$ cat src/rtl/i2c_ctrl_map.svh
// Register offsets, field positions, reset values and counts
// Assumes inclusion by every file that touches the register map
`ifndef I2C_CTRL_MAP_SVH
`define I2C_CTRL_MAP_SVH

// ----------------------------------------
// Register offsets
// ----------------------------------------
`define I2C_OFS_DATA 3'h0
`define I2C_OFS_STAT 3'h1
`define I2C_OFS_CTRL 3'h2
`define I2C_OFS_RATE_HI 3'h3
`define I2C_OFS_RATE_LO 3'h4

// ----------------------------------------
// Control fields
// ----------------------------------------
`define I2C_CTL_GLOBAL_IRQ_ENABLE 7
`define I2C_CTL_START 6
`define I2C_CTL_STOP 5
`define I2C_CTL_BAUD_GEN_IRQ_ENABLE 4
`define I2C_CTL_TX_IRQ_ENABLE 3
`define I2C_CTL_NAK 2
`define I2C_CTL_EN 0

// ----------------------------------------
// Status fields
// ----------------------------------------
`define I2C_STA_TX_EMPTY_FLAG 7
`define I2C_STA_RX_FULL_FLAG 6
`define I2C_STA_NCK 5
`define I2C_STA_BUSY 4
`define I2C_STA_RD 3

// ----------------------------------------
// Reset values and counts
// ----------------------------------------
`define I2C_CTRL_RST 8'h00
`define I2C_DATA_RST 8'h00
`define I2C_RATE_RST 16'h0064
`define I2C_ACK_BIT 4'h8

`endif

$ cat src/rtl/i2c_ctrl_pkg.sv
// Types shared by the controller and its rate generator
// Assumes the map header for all numeric constants
package i2c_ctrl_pkg;

  typedef enum logic [2:0] {
    ST_IDLE,
    ST_START,
    ST_BIT,
    ST_HOLD,
    ST_STOP
  } bus_state_t;

  typedef logic [7:0] byte_t;

endpackage

$ cat src/rtl/baud_if.sv
// Link between the controller and its quarter-bit rate generator
// Assumes one clock shared by both ends
`timescale 1ns/100ps
interface baud_if;
  logic [15:0] reload;
  logic run;
  logic tick;
  modport gen (input reload, input run, output tick);
  modport user (output reload, output run, input tick);
endinterface

$ cat src/rtl/i2c_master.sv
// Master-only two-wire serial controller with register port
// Assumes pull-ups on both lines and slaves that may stretch the clock
//
// Overview of operation
// - Bytes go out and come in most significant bit first.
// - Both lines are only ever pulled low or released.
// - This controller alone drives the clock for every transfer.
// - After releasing the clock, wait until it reads high before going on.
// - Transfers are whole bytes with no limit on their count.
// - Data changes mid clock-low and is sampled mid clock-high.
// - Four interrupt sources are ORed into one request output.
// - Transmit interrupt needs global and transmit enables.
// - Receive and not-acknowledge interrupts need only the global enable.
// - Rate generator interrupt needs its enable and the global enable.
// - Missing or sent not-acknowledge without start or stop sets a flag.
// - That flag clears only when software sets start or stop.
// - After not-acknowledge the bus waits for start or stop.
// - Receive-full flag sets during the received byte's acknowledge.
// - Reading the data register clears receive-full.
// - After a received byte, stall until receive-full is cleared.
// - Transmit interrupt when enabled, transmit empty and enabled by bit.
`timescale 1ns/100ps
`include "i2c_ctrl_map.svh"
module i2c_master
  import i2c_ctrl_pkg::*;
(
  // Clock and reset
  input wire logic i_clk,
  input wire logic i_resetn,
  // Register port
  input wire logic [2:0] i_addr,
  input wire logic [7:0] i_wdata,
  input wire logic i_wr,
  input wire logic i_rd,
  output logic [7:0] o_rdata,
  // Serial clock pin
  input wire logic i_scl,
  output logic o_scl,
  output logic o_scl_oe_n,
  // Serial data pin
  input wire logic i_sda,
  output logic o_sda,
  output logic o_sda_oe_n,
  // Interrupt request
  output logic o_irq
);

  // ----------------------------------------
  // Declarations
  // ----------------------------------------
  baud_if bif ();

  logic scl_m_r, scl_s_r, sda_m_r, sda_s_r;
  localparam byte_t ctrl_rst_c = `I2C_CTRL_RST;
  logic en_r, global_irq_enable_r, start_r, stop_r, nak_r;
  logic baud_gen_irq_enable_r, tx_irq_enable_r;
  logic [15:0] rate_r;
  byte_t tx_data_r, rx_data_r, sh_r, rdata_r;
  logic tx_empty_flag_r, rx_full_flag_r, nack_r;
  bus_state_t state_r;
  logic [1:0] ph_r;
  logic [3:0] bit_r;
  logic rd_mode_r, first_r, ack_in_r, nak_hold_r;
  logic scl_oe_n_r, sda_oe_n_r, pin_lvl_r, irq_r;
  logic load_ev_r, rx_ev_r, nack_ev_r, start_done_r, stop_done_r;
  logic wr_ctrl, wr_data, rd_data, adv, out_en, nak_seen;

  // ----------------------------------------
  // Rate generator
  // ----------------------------------------
  assign bif.reload = rate_r;
  assign bif.run = en_r | baud_gen_irq_enable_r;

  baud_rate_generator u_rate (
    .i_clk (i_clk),
    .i_resetn (i_resetn),
    .bif (bif)
  );

  // ----------------------------------------
  // Pin synchronisers
  // ----------------------------------------
  always_ff @(posedge i_clk or negedge i_resetn) begin
    if (!i_resetn) begin
      scl_m_r <= 1'b1;
      scl_s_r <= 1'b1;
      sda_m_r <= 1'b1;
      sda_s_r <= 1'b1;
    end else begin
      scl_m_r <= i_scl;
      scl_s_r <= scl_m_r;
      sda_m_r <= i_sda;
      sda_s_r <= sda_m_r;
    end
  end

  // ----------------------------------------
  // Decode
  // ----------------------------------------
  assign wr_ctrl = i_wr && i_addr == `I2C_OFS_CTRL;
  assign wr_data = i_wr && i_addr == `I2C_OFS_DATA;
  assign rd_data = i_rd && i_addr == `I2C_OFS_DATA;
  // Quarter step, held while a released clock still reads low
  assign adv = bif.tick && !(scl_oe_n_r && !scl_s_r);
  // Shifter drives data on writes and on the address byte
  assign out_en = !rd_mode_r || first_r;
  assign nak_seen = out_en ? ack_in_r : nak_r;

  // ----------------------------------------
  // Control register
  // ----------------------------------------
  always_ff @(posedge i_clk or negedge i_resetn) begin
    if (!i_resetn) begin
      en_r <= ctrl_rst_c[`I2C_CTL_EN];
      global_irq_enable_r <= ctrl_rst_c[`I2C_CTL_GLOBAL_IRQ_ENABLE];
      baud_gen_irq_enable_r <= ctrl_rst_c[`I2C_CTL_BAUD_GEN_IRQ_ENABLE];
      tx_irq_enable_r <= ctrl_rst_c[`I2C_CTL_TX_IRQ_ENABLE];
      nak_r <= ctrl_rst_c[`I2C_CTL_NAK];
    end else if (wr_ctrl) begin
      en_r <= i_wdata[`I2C_CTL_EN];
      global_irq_enable_r <= i_wdata[`I2C_CTL_GLOBAL_IRQ_ENABLE];
      baud_gen_irq_enable_r <= i_wdata[`I2C_CTL_BAUD_GEN_IRQ_ENABLE];
      tx_irq_enable_r <= i_wdata[`I2C_CTL_TX_IRQ_ENABLE];
      nak_r <= i_wdata[`I2C_CTL_NAK];
    end
  end

  // Start and stop requests, cleared once done
  always_ff @(posedge i_clk or negedge i_resetn) begin
    if (!i_resetn) begin
      start_r <= ctrl_rst_c[`I2C_CTL_START];
      stop_r <= ctrl_rst_c[`I2C_CTL_STOP];
    end else begin
      if (start_done_r) begin
        start_r <= 1'b0;
      end
      if (stop_done_r) begin
        stop_r <= 1'b0;
      end
      if (wr_ctrl && i_wdata[`I2C_CTL_START]) begin
        start_r <= 1'b1;
      end
      if (wr_ctrl && i_wdata[`I2C_CTL_STOP]) begin
        stop_r <= 1'b1;
      end
    end
  end

  // ----------------------------------------
  // Rate and transmit data registers
  // ----------------------------------------
  always_ff @(posedge i_clk or negedge i_resetn) begin
    if (!i_resetn) begin
      rate_r <= `I2C_RATE_RST;
    end else if (i_wr && i_addr == `I2C_OFS_RATE_HI) begin
      rate_r[15:8] <= i_wdata;
    end else if (i_wr && i_addr == `I2C_OFS_RATE_LO) begin
      rate_r[7:0] <= i_wdata;
    end
  end

  always_ff @(posedge i_clk or negedge i_resetn) begin
    if (!i_resetn) begin
      tx_data_r <= `I2C_DATA_RST;
    end else if (wr_data) begin
      tx_data_r <= i_wdata;
    end
  end

  // ----------------------------------------
  // Status flags
  // ----------------------------------------
  always_ff @(posedge i_clk or negedge i_resetn) begin
    if (!i_resetn) begin
      tx_empty_flag_r <= 1'b1;
    end else if (wr_data) begin
      tx_empty_flag_r <= 1'b0;
    end else if (load_ev_r) begin
      tx_empty_flag_r <= 1'b1;
    end
  end

  always_ff @(posedge i_clk or negedge i_resetn) begin
    if (!i_resetn) begin
      rx_full_flag_r <= 1'b0;
    end else if (rx_ev_r) begin
      rx_full_flag_r <= 1'b1;
    end else if (rd_data) begin
      rx_full_flag_r <= 1'b0;
    end
  end

  always_ff @(posedge i_clk or negedge i_resetn) begin
    if (!i_resetn) begin
      nack_r <= 1'b0;
    end else if (nack_ev_r) begin
      nack_r <= 1'b1;
    end else if (wr_ctrl && (i_wdata[`I2C_CTL_START] ||
                             i_wdata[`I2C_CTL_STOP])) begin
      nack_r <= 1'b0;
    end
  end

  // ----------------------------------------
  // Bus engine
  // ----------------------------------------
  always_ff @(posedge i_clk or negedge i_resetn) begin
    if (!i_resetn) begin
      state_r <= ST_IDLE;
      ph_r <= 2'h0;
      bit_r <= 4'h0;
      sh_r <= 8'h00;
      rx_data_r <= `I2C_DATA_RST;
      rd_mode_r <= 1'b0;
      first_r <= 1'b0;
      ack_in_r <= 1'b1;
      nak_hold_r <= 1'b0;
      scl_oe_n_r <= 1'b1;
      sda_oe_n_r <= 1'b1;
      load_ev_r <= 1'b0;
      rx_ev_r <= 1'b0;
      nack_ev_r <= 1'b0;
      start_done_r <= 1'b0;
      stop_done_r <= 1'b0;
    end else begin
      load_ev_r <= 1'b0;
      rx_ev_r <= 1'b0;
      nack_ev_r <= 1'b0;
      start_done_r <= 1'b0;
      stop_done_r <= 1'b0;
      if (!en_r) begin
        state_r <= ST_IDLE;
        scl_oe_n_r <= 1'b1;
        sda_oe_n_r <= 1'b1;
        nak_hold_r <= 1'b0;
      end else begin
        unique case (state_r)
          ST_IDLE: begin
            scl_oe_n_r <= 1'b1;
            sda_oe_n_r <= 1'b1;
            if (start_r && !tx_empty_flag_r) begin
              state_r <= ST_START;
              ph_r <= 2'h0;
            end
          end
          ST_START: begin
            if (adv) begin
              ph_r <= ph_r + 2'h1;
              unique case (ph_r)
                2'h0: sda_oe_n_r <= 1'b1;
                2'h1: scl_oe_n_r <= 1'b1;
                2'h2: sda_oe_n_r <= 1'b0;
                2'h3: begin
                  scl_oe_n_r <= 1'b0;
                  start_done_r <= 1'b1;
                  load_ev_r <= 1'b1;
                  sh_r <= tx_data_r;
                  rd_mode_r <= tx_data_r[0];
                  first_r <= 1'b1;
                  bit_r <= 4'h0;
                  state_r <= ST_BIT;
                end
              endcase
            end
          end
          ST_BIT: begin
            if (adv) begin
              ph_r <= ph_r + 2'h1;
              unique case (ph_r)
                2'h0: begin
                  // Data changes mid clock-low
                  if (bit_r != `I2C_ACK_BIT) begin
                    sda_oe_n_r <= out_en ? sh_r[7] : 1'b1;
                  end else begin
                    sda_oe_n_r <= out_en ? 1'b1 : nak_r;
                    if (!out_en) begin
                      rx_ev_r <= 1'b1;
                      rx_data_r <= sh_r;
                    end
                  end
                end
                2'h1: scl_oe_n_r <= 1'b1;
                2'h2: begin
                  // Sampled mid clock-high
                  if (bit_r != `I2C_ACK_BIT) begin
                    sh_r <= {sh_r[6:0], sda_s_r};
                  end else begin
                    ack_in_r <= sda_s_r;
                  end
                end
                2'h3: begin
                  scl_oe_n_r <= 1'b0;
                  if (bit_r != `I2C_ACK_BIT) begin
                    bit_r <= bit_r + 4'h1;
                  end else begin
                    first_r <= 1'b0;
                    state_r <= ST_HOLD;
                    if (nak_seen && !start_r && !stop_r) begin
                      nack_ev_r <= 1'b1;
                      nak_hold_r <= 1'b1;
                    end
                  end
                end
              endcase
            end
          end
          ST_HOLD: begin
            sda_oe_n_r <= 1'b1;
            ph_r <= 2'h0;
            bit_r <= 4'h0;
            if (rd_mode_r && rx_full_flag_r) begin
              state_r <= ST_HOLD;
            end else if (stop_r) begin
              nak_hold_r <= 1'b0;
              state_r <= ST_STOP;
            end else if (start_r) begin
              nak_hold_r <= 1'b0;
              if (!tx_empty_flag_r) begin
                state_r <= ST_START;
              end
            end else if (nak_hold_r) begin
              state_r <= ST_HOLD;
            end else if (rd_mode_r) begin
              state_r <= ST_BIT;
            end else if (!tx_empty_flag_r) begin
              sh_r <= tx_data_r;
              load_ev_r <= 1'b1;
              state_r <= ST_BIT;
            end
          end
          ST_STOP: begin
            if (adv) begin
              ph_r <= ph_r + 2'h1;
              unique case (ph_r)
                2'h0: sda_oe_n_r <= 1'b0;
                2'h1: scl_oe_n_r <= 1'b1;
                2'h2: begin
                  sda_oe_n_r <= 1'b1;
                  stop_done_r <= 1'b1;
                  state_r <= ST_IDLE;
                end
                2'h3: state_r <= ST_IDLE;
              endcase
            end
          end
        endcase
      end
    end
  end

  // ----------------------------------------
  // Open-drain level
  // ----------------------------------------
  always_ff @(posedge i_clk or negedge i_resetn) begin
    if (!i_resetn) begin
      pin_lvl_r <= 1'b0;
    end else begin
      pin_lvl_r <= 1'b0;
    end
  end

  // ----------------------------------------
  // Interrupt request
  // ----------------------------------------
  always_ff @(posedge i_clk or negedge i_resetn) begin
    if (!i_resetn) begin
      irq_r <= 1'b0;
    end else begin
      irq_r <= global_irq_enable_r && (
        (tx_irq_enable_r && en_r && tx_empty_flag_r) ||
        rx_full_flag_r || nack_r ||
        (baud_gen_irq_enable_r && bif.tick));
    end
  end

  // ----------------------------------------
  // Read data
  // ----------------------------------------
  always_ff @(posedge i_clk or negedge i_resetn) begin
    if (!i_resetn) begin
      rdata_r <= 8'h00;
    end else if (i_rd) begin
      unique case (i_addr)
        `I2C_OFS_DATA: rdata_r <= rx_data_r;
        `I2C_OFS_STAT: rdata_r <= {tx_empty_flag_r, rx_full_flag_r,
                                   nack_r, state_r != ST_IDLE,
                                   rd_mode_r, 3'h0};
        `I2C_OFS_CTRL: rdata_r <= {global_irq_enable_r, start_r, stop_r,
                                   baud_gen_irq_enable_r, tx_irq_enable_r,
                                   nak_r, 1'b0, en_r};
        `I2C_OFS_RATE_HI: rdata_r <= rate_r[15:8];
        `I2C_OFS_RATE_LO: rdata_r <= rate_r[7:0];
        default: rdata_r <= 8'h00;
      endcase
    end else begin
      rdata_r <= 8'h00;
    end
  end

  // ----------------------------------------
  // Outputs
  // ----------------------------------------
  assign o_rdata = rdata_r;
  assign o_scl = pin_lvl_r;
  assign o_sda = pin_lvl_r;
  assign o_scl_oe_n = scl_oe_n_r;
  assign o_sda_oe_n = sda_oe_n_r;
  assign o_irq = irq_r;

endmodule // i2c_master

$ cat src/rtl/baud_rate_generator.sv
// Down counter giving a one-cycle tick every reload clocks
// Assumes reload zero means the longest period
`timescale 1ns/100ps
module baud_rate_generator
  import i2c_ctrl_pkg::*;
(
  // Clock and reset
  input wire logic i_clk,
  input wire logic i_resetn,
  // Rate link
  baud_if.gen bif
);

  logic [15:0] cnt_r;
  logic tick_r;

  // ----------------------------------------
  // Counter
  // ----------------------------------------
  always_ff @(posedge i_clk or negedge i_resetn) begin
    if (!i_resetn) begin
      cnt_r <= 16'h0000;
    end else if (!bif.run || cnt_r == 16'h0000) begin
      cnt_r <= bif.reload - 16'h0001;
    end else begin
      cnt_r <= cnt_r - 16'h0001;
    end
  end

  // ----------------------------------------
  // Tick pulse
  // ----------------------------------------
  always_ff @(posedge i_clk or negedge i_resetn) begin
    if (!i_resetn) begin
      tick_r <= 1'b0;
    end else begin
      tick_r <= bif.run && cnt_r == 16'h0000;
    end
  end

  assign bif.tick = tick_r;

endmodule // baud_rate_generator

$ cat config.mk
export PLATFORM = sky130hd
export DESIGN_NAME = i2c_master
export DESIGN_NICKNAME = d
export VERILOG_FILES = /design/src/rtl/i2c_ctrl_pkg.sv /design/src/rtl/baud_if.sv /design/src/rtl/i2c_master.sv /design/src/rtl/baud_rate_generator.sv
export VERILOG_INCLUDE_DIRS = /design/src /design/src/rtl
export SDC_FILE = /design/constraint.sdc
export NUM_CORES = 1
export LEC_CHECK = 0
export ABC_AREA = 1
export BUFFER_PORTS_ARGS = -buffer_cell sky130_fd_sc_hd__buf_2
export CAP_MARGIN = 15
export CORE_AREA = 2 2 90 92
export CTS_BUF_LIST = sky130_fd_sc_hd__clkbuf_4
export DETAILED_ROUTE_END_ITERATION = 8
export DIE_AREA = 0 0 92 94
export GPL_TIMING_DRIVEN = 1
export PLACE_DENSITY = 0.9
export SYNTH_ARGS = -nofsm -noshare
export SYNTH_HDL_FRONTEND = slang
export SYNTH_SLANG_ARGS = --single-unit
$ cat constraint.sdc
create_clock -name i_clk -period 3 [get_ports i_clk]
set_input_delay 0.9 -clock i_clk [delete_from_list [all_inputs] [get_ports i_clk]]
set_output_delay 0.9 -clock i_clk [all_outputs]
set_load 0.01 [all_outputs]
Yosys cells after proc, flatten, opt, wreduce, memory -nomap -nowiden. Cells that the tools add are included.

Output and inout port bits: 13. Logic and storage cells: 265. Register bits: 100.

Eq/ne operators: 48. Mux-type cells: 112. Reduce and logical (&&, ||, !) cells: 60. Bitwise logic cells: 4. Add/sub/neg operators: 4.

Operators with widths (number): $mux W8 (12); $mux W1 (63); $mux W3 (16); $pmux W8 S5 (1); $ne A3 B3 Y1 const B (11); $sub A16 B1 Y16 const B (2); $ne A2 B2 Y1 const B (14); $pmux W8 S3 (1); $reduce_and A7 Y1 (3); $mux W4 (5); $logic_and A1 B1 Y1 (19); $logic_not A16 Y1 (1); $mux W16 (1); $pmux W3 S5 (1); $reduce_and A13 Y1 (1); $eq A3 B2 Y1 const B (4); $ne A4 B4 Y1 const B (3); $pmux W1 S2 (6); $pmux W4 S3 (1); $reduce_and A6 Y1 (2); $reduce_bool A2 Y1 (6); $reduce_and A10 Y1 (1); $reduce_and A5 Y1 (2); $ne A4 B2 Y1 const B (2); other kinds (28) (50).

Logic depth before layout (Yosys ltp). Gate-level depths: netlist of run 1.

Word-level depth: 11. Gate-level depth with buffers: 15. Mapped depth without buffers: 14.

Cells and area by module. Synthesis of run 1 repeated with hierarchy kept, for this count alone.

Cells, all modules: 675. Area, all modules: 5360.1 µm².

By module, submodules not included: i2c_master (seq. area each 2090.8 µm², area an instance 4135.2 µm², cells each 498, instances 1); baud_rate_generator (seq. area each 425.4 µm², area an instance 1224.9 µm², cells each 177, instances 1).

Worst setup path after synthesis of run 1. No wires, ideal clock.

Path kind: in2reg. Start point: input i_addr[1]. End point: register tx_data_r[6]. Arrival: 1.888 ns. Path buffers: 1. Slack: 0.981 ns. Cell stages on the path: 7. Setup time: 0.130 ns. Cell sequence: nor2_1 nand2_1 inv_1 nand2_1 clkbuf_1 nand2_1 o21ai_0.

Cells in the longest elaborated chain, start to end: 2.

Ends and longest elaborated chain: start, declared (line i2c_master.sv:31) `input wire logic [2:0] i_addr,`; $logic_not A3 Y1; $logic_and A1 B1 Y1 (no line); end signal, assigned (line i2c_master.sv:164) `` tx_data_r <= `I2C_DATA_RST; ``; end signal, assigned (line i2c_master.sv:166) `tx_data_r <= i_wdata;`; end, declared (line i2c_master.sv:58) `byte_t tx_data_r, rx_data_r, sh_r, rdata_r;`.

No other way between the ends. A chain may end at the register's enable or synchronous reset.

Final worst setup path of run 1.
Start point: register u_rate.cnt_r[9]. End point: register u_rate.cnt_r[10].

Cells in the longest elaborated chain, start to end: 3. Elaborated cells on any way between the ends: 4.

Ends and longest elaborated chain: start, declared (line baud_rate_generator.sv:14) `logic [15:0] cnt_r;`; start signal, assigned (line baud_rate_generator.sv:24) `cnt_r <= bif.reload - 16'h0001;`; start signal, assigned (line baud_rate_generator.sv:26) `cnt_r <= cnt_r - 16'h0001;`; branches (longest 2 deep; another with $sub A16 B1 Y16); $mux W16 * (line baud_rate_generator.sv:23) `end else if (!bif.run || cnt_r == 16'h0000) begin`.

Every way passes the cells marked *.

==> metrics.yaml, run 1 <==
detailed_routing:
  drt-pass1-iter-count: 6
  viasPerCell: 5.93
  drt_wl_total_um: 12400
  drc: 0
  avgRoutedWirePerCell_um: 16.5
  final_antenna_net_count: 0
  via_count: 4451
  drt_iter0_markers: 518
grt:
  grt-ovfl-total: 0
  grt_max_degree: 69
  first_global_vias: 4185
  antenna_found_initial: 0
  grt_pass1_wl_um: 20600
  grtUsageTotal: 0.308
sta:
  min_period_ns: 2.52
  rsz0062_at_grt: "no"
  layout_setup_ws_ns: 0.480
  tightest_slew_ns: 0.804
  drv_slew: 0
  tns_ns: 0
  max_freq_mhz: 397
  hold_slack_ns: 0.360
  post-route-period-util: 0.840
  skew_ns: 0.0130
  setup_violations: 0
  hold_viol: 0
  maxSlewHeadroom: 0.460
yosys:
  synthTopCellsByCount: "154 x nand2_1, 89 x dfrtp_1, 66 x inv_1"
  yosysWarnings: 0
  ys_seq_area_frac: 0.498
  synth-seq-cells: 100
  synth_area_um2: 5050
  synth_cell_types: 43
  synth_top_area_frac: 0.441
  avgSynthCellArea_um2: 8.15
  ys_top_cells_by_area: "dfrtp_1 44%, nand2_1 11%, o21ai_0 5.8%, dfstp_2 5.7%, nand3_1 5.2%"
  ys.flop_type: "dfrtp_1"
  yosysTopAreaCell: "dfrtp_1"
  async_flop_share: 1.00
  netlist_instances: 620
  synth-edff-count: 0
  synth.most_common_cell: "nand2_1"
finish:
  layout.nets: 668
  n_antenna_cell: 0
  fillCellCount: 609
  final_cell_area_um2: 5390
  layout-drive-gt1-share: 0.154
  syn2layout_area_growth_pct: 6.71
clocking:
  cts-resized-gates: 0
  clockBufferDepth: 2
  clockRootBuffer: "clkbuf_4"
  holdBufCountCts: 0
  cts_made_buffers: 9
  clkLatencyLatePin_ns: 0.46
  postCtsSetupBuffers: 0
  clk_pin_slew_ns: 0.15
  cts_tree: "yes"
  cts.sinks: 100
  cts-htree-levels: 3
power_and_ir_drop:
  ir_drop_mv: 0.406
  p_leak_nw: 2.67
  combPwrFrac: 0.358
  seqPwrFrac: 0.460
  p_int_w: 0.00236
  p_clk_frac: 0.182
  power_w: 0.00400
  p_per_area_nw_per_um2: 742
  switchingPower_w: 0.00164
  swShare: 0.410
die:
  die_x_um: 92
  core-area_um2: 7610
  row_count: 32
  initial_core_util: 0.664
  dieArea_um2: 8650
  io-pin-count: 30
  die_h_um: 94
hold_path:
  worstHoldPathType: "reg -> reg"
placed_design:
  dp_slack_ns: 0.536
  placed_area_um2: 5250
  portBuffers: 27
  place_hpwl_um: 9240
  gp_congestion: 0.979
worst_setup_path:
  startpoint_type: "flip-flop"
  cp-end-kind: "flip-flop"
  path_cells: "nor2_1, nand2_1, nor2_1, nand2_2, nand2_2, nand2_1, o21ai_2, ha_1, nand3_2, inv_1, nand2_1, o21ai_1, nand2_1"
  critPathSlowestCell: "dfrtp_1"
  slowest_delay_ns: 0.42
  critical_path_class: "reg -> reg"
  critPathArrivalTime_ns: 2.89
  critPathMaxFanout: 20
  cp_common_cell: "nand2_1"
  crit_required_ns: 3.37
outcome:
  status: "complete, no violations"
job:
  drv_cap: 0
[cells in the final DEF (no fill, tap or decap), types with 2 or more instances in the layout]
cell	instances
nand3b_1	3
nor2_2	7
clkbuf_4	11
nor2_1	49
buf_4	2
inv_1	66
a21oi_1	8
o22ai_1	6
inv_2	12
o21ai_0	59
nor2_4	2
nand4_1	2
nor3_1	2
o21ai_1	21
o21bai_1	2
a211oi_1	5
a31oi_1	3
ha_1	7
clkinvlp_4	3
dfstp_2	11
nand2_1	154
o21ai_2	7
buf_2	26
dfrtp_1	89
nand2_2	8
xor2_1	8
a221oi_1	3
conb_1	2
nand3_1	53
o2111ai_1	3
[power groups by stage]
stage | logic, W | clock network [W] | registers [W]
after global routing | 0.00163 | 0.000793 | 0.00187
after CTS | 0.00141 | 0.000731 | 0.00183
final | 0.00143 | 0.000730 | 0.00184
after global placement | 0.00136 | 0 | 0.00184
after floorplan | 0.00107 | 0 | 0.00180
after detailed placement | 0.00140 | 0 | 0.00186
[metal layers]
| metal | track usage | up-vias | part of all wire |
|---|---|---|---|
| met3 | 0.0602 | 27 | 0.089 |
| met1 | 0.464 | 2124 | 0.45 |
| met5 | 0 | - | 0 |
| met2 | 0.463 | 235 | 0.44 |
| met4 | 0.0808 | 0 | 0.020 |
| li1 | - | 2065 | - |
[layout make-up]
| cell class | instances | area (um^2) | share of cell area |
|---|---|---|---|
| clock inverters | 5 | 61.3 | 0.0114 |
| flip-flops and latches | 100 | 2520 | 0.467 |
| clock buffers | 11 | 82.6 | 0.0153 |
| repair buffers | 29 | 165 | 0.0306 |
| multi-input cells | 425 | 2140 | 0.397 |
| well taps | 102 | 128 | 0.0237 |
| inverters | 79 | 299 | 0.0555 |
[worst max-delay path: cells and delay by family (launching register included)]
family	cells	cell delay [ns]
flip-flops	1	0.42
AND/OR/NAND/NOR	9	1.35
AO/OA/AOI/OAI	2	0.24
buffers and inverters	1	0.15
adder cells (fa/ha/maj)	1	0.26
[metrics by stage]
stage | util | cells
floorplan | - | 621
global placement | 0.690 | 735
detailed placement | 0.690 | 735
CTS | 0.709 | 751
global route | 0.709 | 751
finish | 0.709 | 751
[cells by family after synthesis]
family	Yosys count	synth area share
flops	100	0.498
xor+xnor	8	0.0139
fa+ha+maj	7	0.0173
compound gates	121	0.138
simple gates	287	0.253
buf+inv	96	0.0792
other cells	1	0.000742
[flip-flops by register name (all words and copies together) (netlist names), 2 cells and up]
signal,flops
u_rate.cnt_r,16
rx_data_r,8
o_rdata,8
bit_r,4
tx_data_r,8
ph_r,2
sh_r,8
state_r,3
bif.reload,16
[final timing paths]
check                                          start                          to  slack (ns)  cells past startpoint
max in group asynchronous                   i_resetn   bif.reload[5]$_DFFE_PN1P_        1.89                      2
setup reg to reg           u_rate.cnt_r[9]$_DFF_PN0_  u_rate.cnt_r[10]$_DFF_PN0_        0.48                     13
hold / removal                     scl_m_r$_DFF_PN1_           scl_s_r$_DFF_PN1_        0.36                      0
setup / recovery           u_rate.cnt_r[9]$_DFF_PN0_  u_rate.cnt_r[10]$_DFF_PN0_        0.48                     13
min in group asynchronous                   i_resetn      state_r[0]$_DFFE_PN0P_        0.37                      1
hold reg to reg                    scl_m_r$_DFF_PN1_           scl_s_r$_DFF_PN1_        0.36                      0
(Power assumes the default switching activity.)
==> inputs of run 2 (changes only) <==
--- a/config.mk
+++ b/config.mk
@@ -9,12 +9,12 @@
 export ABC_AREA = 1
 export BUFFER_PORTS_ARGS = -buffer_cell sky130_fd_sc_hd__buf_2
 export CAP_MARGIN = 15
-export CORE_AREA = 2 2 90 92
+export CORE_AREA = 2 2 98 100
 export CTS_BUF_LIST = sky130_fd_sc_hd__clkbuf_4
 export DETAILED_ROUTE_END_ITERATION = 8
-export DIE_AREA = 0 0 92 94
+export DIE_AREA = 0 0 100 102
 export GPL_TIMING_DRIVEN = 1
-export PLACE_DENSITY = 0.9
+export PLACE_DENSITY = 0.82
 export SYNTH_ARGS = -nofsm -noshare
 export SYNTH_HDL_FRONTEND = slang
 export SYNTH_SLANG_ARGS = --single-unit
==> constraint.sdc (replaced) <==
create_clock -name i_clk -period 2.2 [get_ports i_clk]
set_input_delay 0.66 -clock i_clk [delete_from_list [all_inputs] [get_ports i_clk]]
set_output_delay 0.66 -clock i_clk [all_outputs]
set_load 0.01 [all_outputs]
==> run 2 against run 1 <==
Non-clock buffer count is 13 higher; sequential share of layout area is 1.0 points lower; global-route usage is 5.1 points lower; cell count is 3.1% higher; critical path depth is 1 higher; total power is 36% higher.
==> metrics.yaml, run 2 (same netlist as run 1, synthesis figures left out) <==
worst_setup_path:
  critical_path_class: "reg -> reg"
  startpoint_type: "flip-flop"
  reg2reg_from: "u_rate.cnt_r[7]$_DFF_PN0_"
  crit_required_ns: 2.57  # -0.80 ns
  critPathMaxFanout: 17  # -15%
  r2r_cells: 14  # +1
  critPathArrivalTime_ns: 2.43  # -0.46 ns
  cp-end-kind: "flip-flop"
  rr_endpoint: "u_rate.cnt_r[14]$_DFF_PN0_"
  r2r_slack_ns: 0.13  # -0.35 ns
clocking:
  clk_pin_slew_ns: 0.16  # about the same
  cts.sinks: 100  # unchanged
  cts_made_buffers: 9  # unchanged
  cts_tree: "yes"
  clkLatencyLatePin_ns: 0.46  # about the same
  clockBufferDepth: 2  # unchanged
  holdBufCountCts: 0  # unchanged
  cts-htree-levels: 3  # unchanged
  clockRootBuffer: "clkbuf_4"
sta:
  layout_setup_ws_ns: 0.132  # -0.348 ns
  min_period_ns: 2.07  # -0.452 ns
  max_freq_mhz: 484  # +22%
  skew_ns: 0.0134  # +0.000416 ns
  setup_violations: 0  # unchanged
  maxSlewHeadroom: 0.617  # +0.157
  hold_viol: 0  # unchanged
  hold_slack_ns: 0.119  # -0.241 ns
  post-route-period-util: 0.940  # +0.100
  drv_slew: 0  # unchanged
  tightest_slew_ns: 0.573  # -0.231 ns
detailed_routing:
  drc: 0  # unchanged
  drt-pass1-iter-count: 5  # -1
  via_count: 4447  # -0.090%
  viasPerCell: 5.75  # -3.1%
  final_antenna_net_count: 0  # unchanged
  drt_wl_total_um: 12300  # -0.93%
  drt_iter0_markers: 332  # -36%
  avgRoutedWirePerCell_um: 15.9  # -3.9%
grt:
  grt_max_degree: 33  # -52%
  first_global_vias: 4151  # -0.81%
  antenna_found_initial: 1  # +1
  grt-ovfl-total: 0  # unchanged
  grt_pass1_wl_um: 20300  # -1.5%
  grtUsageTotal: 0.257  # -0.0513
die:
  die_x_um: 100  # +8.7%
  io-pin-count: 30  # unchanged
  row_count: 35  # +9.4%
  initial_core_util: 0.555  # -0.110
  die_h_um: 102  # +8.5%
  core-area_um2: 9110  # +20%
  dieArea_um2: 10200  # +18%
finish:
  final_common_cell: "nand2_1"
  fillCellCount: 777  # +28%
  layout.nets: 681  # +1.9%
  syn2layout_area_growth_pct: 9.06
  stdcell_count: 774  # +3.1%
  layout_common_cells: "154 x nand2_1, 89 x dfrtp_1, 66 x inv_1"
  layout-drive-gt1-share: 0.175  # +0.0211
placed_design:
  gp_congestion: 0.961  # -1.9%
  dp_slack_ns: -0.00916  # -0.546 ns
  dp_cells: 755  # +2.7%
  place_hpwl_um: 9180  # -0.65%
  portBuffers: 27  # unchanged
power_and_ir_drop:
  ir_drop_mv: 0.376  # -7.4%
  p_leak_nw: 2.73  # +2.2%
  p_per_area_nw_per_um2: 988  # +33%
outcome:
  status: "complete, no violations"
job:
  drv_cap: 0  # unchanged
hold_path:
  worstHoldPathType: "in -> async"
==> run 2: changes by cell type in the layout (fill, tap and decap cells not counted), sizes merged <==
cell      previous run  this run
bufinv               1         0
clkbuf              11        10
clkinv               0         3
buf                 29        42
diode                0         1
clkinvlp             3         1
inv                 80        81
==> run 2: worst max-delay path, stage by stage (launching register included) <==
cell	delay, ns
dfrtp_1	0.43
nor2_2	0.15
nand2_1	0.08
nor2_2	0.12
nand2_2	0.06
buf_4	0.20
nand3_1	0.08
nand2_1	0.10
inv_1	0.12
ha_4	0.18
nand3_4	0.11
nor2_2	0.18
nand2_1	0.07
nand2_1	0.05
nand2_1	0.04
==> run 2: what timing repair did <==
item                                    4_1_cts  5_1_grt
buffers inserted                              0        2
endpoints found under the setup margin        0        6
gates resized for setup                       0        6
==> run 2: worst max-delay path by stage <==
| stage | start | to | slack (ns) | cells after the start |
|---|---|---|---|---|
| after CTS | u_rate.cnt_r[7]$_DFF_PN0_ | u_rate.cnt_r[14]$_DFF_PN0_ | 0.06 | 14 |
| after global routing | u_rate.cnt_r[10]$_DFF_PN0_ | u_rate.cnt_r[10]$_DFF_PN0_ | -0.02 | 14 |
| after detailed placement | i_addr[0] | tx_data_r[7]$_DFFE_PN0P_ | -0.009 | 7 |
| after floorplan | u_rate.cnt_r[2]$_DFF_PN0_ | u_rate.cnt_r[14]$_DFF_PN0_ | 0.33 | 14 |
| after global placement | u_rate.cnt_r[7]$_DFF_PN0_ | u_rate.cnt_r[14]$_DFF_PN0_ | 0.11 | 14 |
| final | u_rate.cnt_r[7]$_DFF_PN0_ | u_rate.cnt_r[14]$_DFF_PN0_ | 0.13 | 14 |
==> run 2: layout make-up <==
class | count | area (um^2) | share of cell area
Timing Repair Buffer | 42 | 263 | 0.0477
Tap cell | 111 | 139 | 0.0252
Sequential cell | 100 | 2520 | 0.457
Clock inverter | 6 | 48.8 | 0.00885
Multi-Input combinational cell | 425 | 2170 | 0.393
Antenna cell | 1 | 2.50 | 0.000454
Inverter | 79 | 299 | 0.0543
Clock buffer | 10 | 75.1 | 0.0136
==> run 2: per-stage QoR <==
| step | util | total power, W | instance area [um^2] | setup TNS (ns) |
|---|---|---|---|---|
| final | 0.605 | 0.00545 | 5510 | 0 |
| after global routing | 0.605 | 0.00584 | 5510 | -0.0260 |
| after CTS | 0.600 | 0.00534 | 5470 | 0 |
| after detailed placement | 0.587 | 0.00445 | 5340 | -0.00916 |
| after global placement | 0.587 | 0.00438 | 5340 | 0 |
| after floorplan | - | 0.00391 | 5060 | 0 |
==> run 2: metal layers <==
layer  global-route usage  routed length, um
met1                0.373               5590
met2                0.379               5340
met3               0.0554               1040
met4                0.103                290
met5                    0                  0
==> run 2: where the power goes <==
| group | internal, W | switching (W) |
|---|---|---|
| Combinational | 0.000685 | 0.00136 |
| Sequential | 0.00224 | 0.000256 |
| Clock | 0.000258 | 0.000650 |
| Total | 0.00318 | 0.00227 |
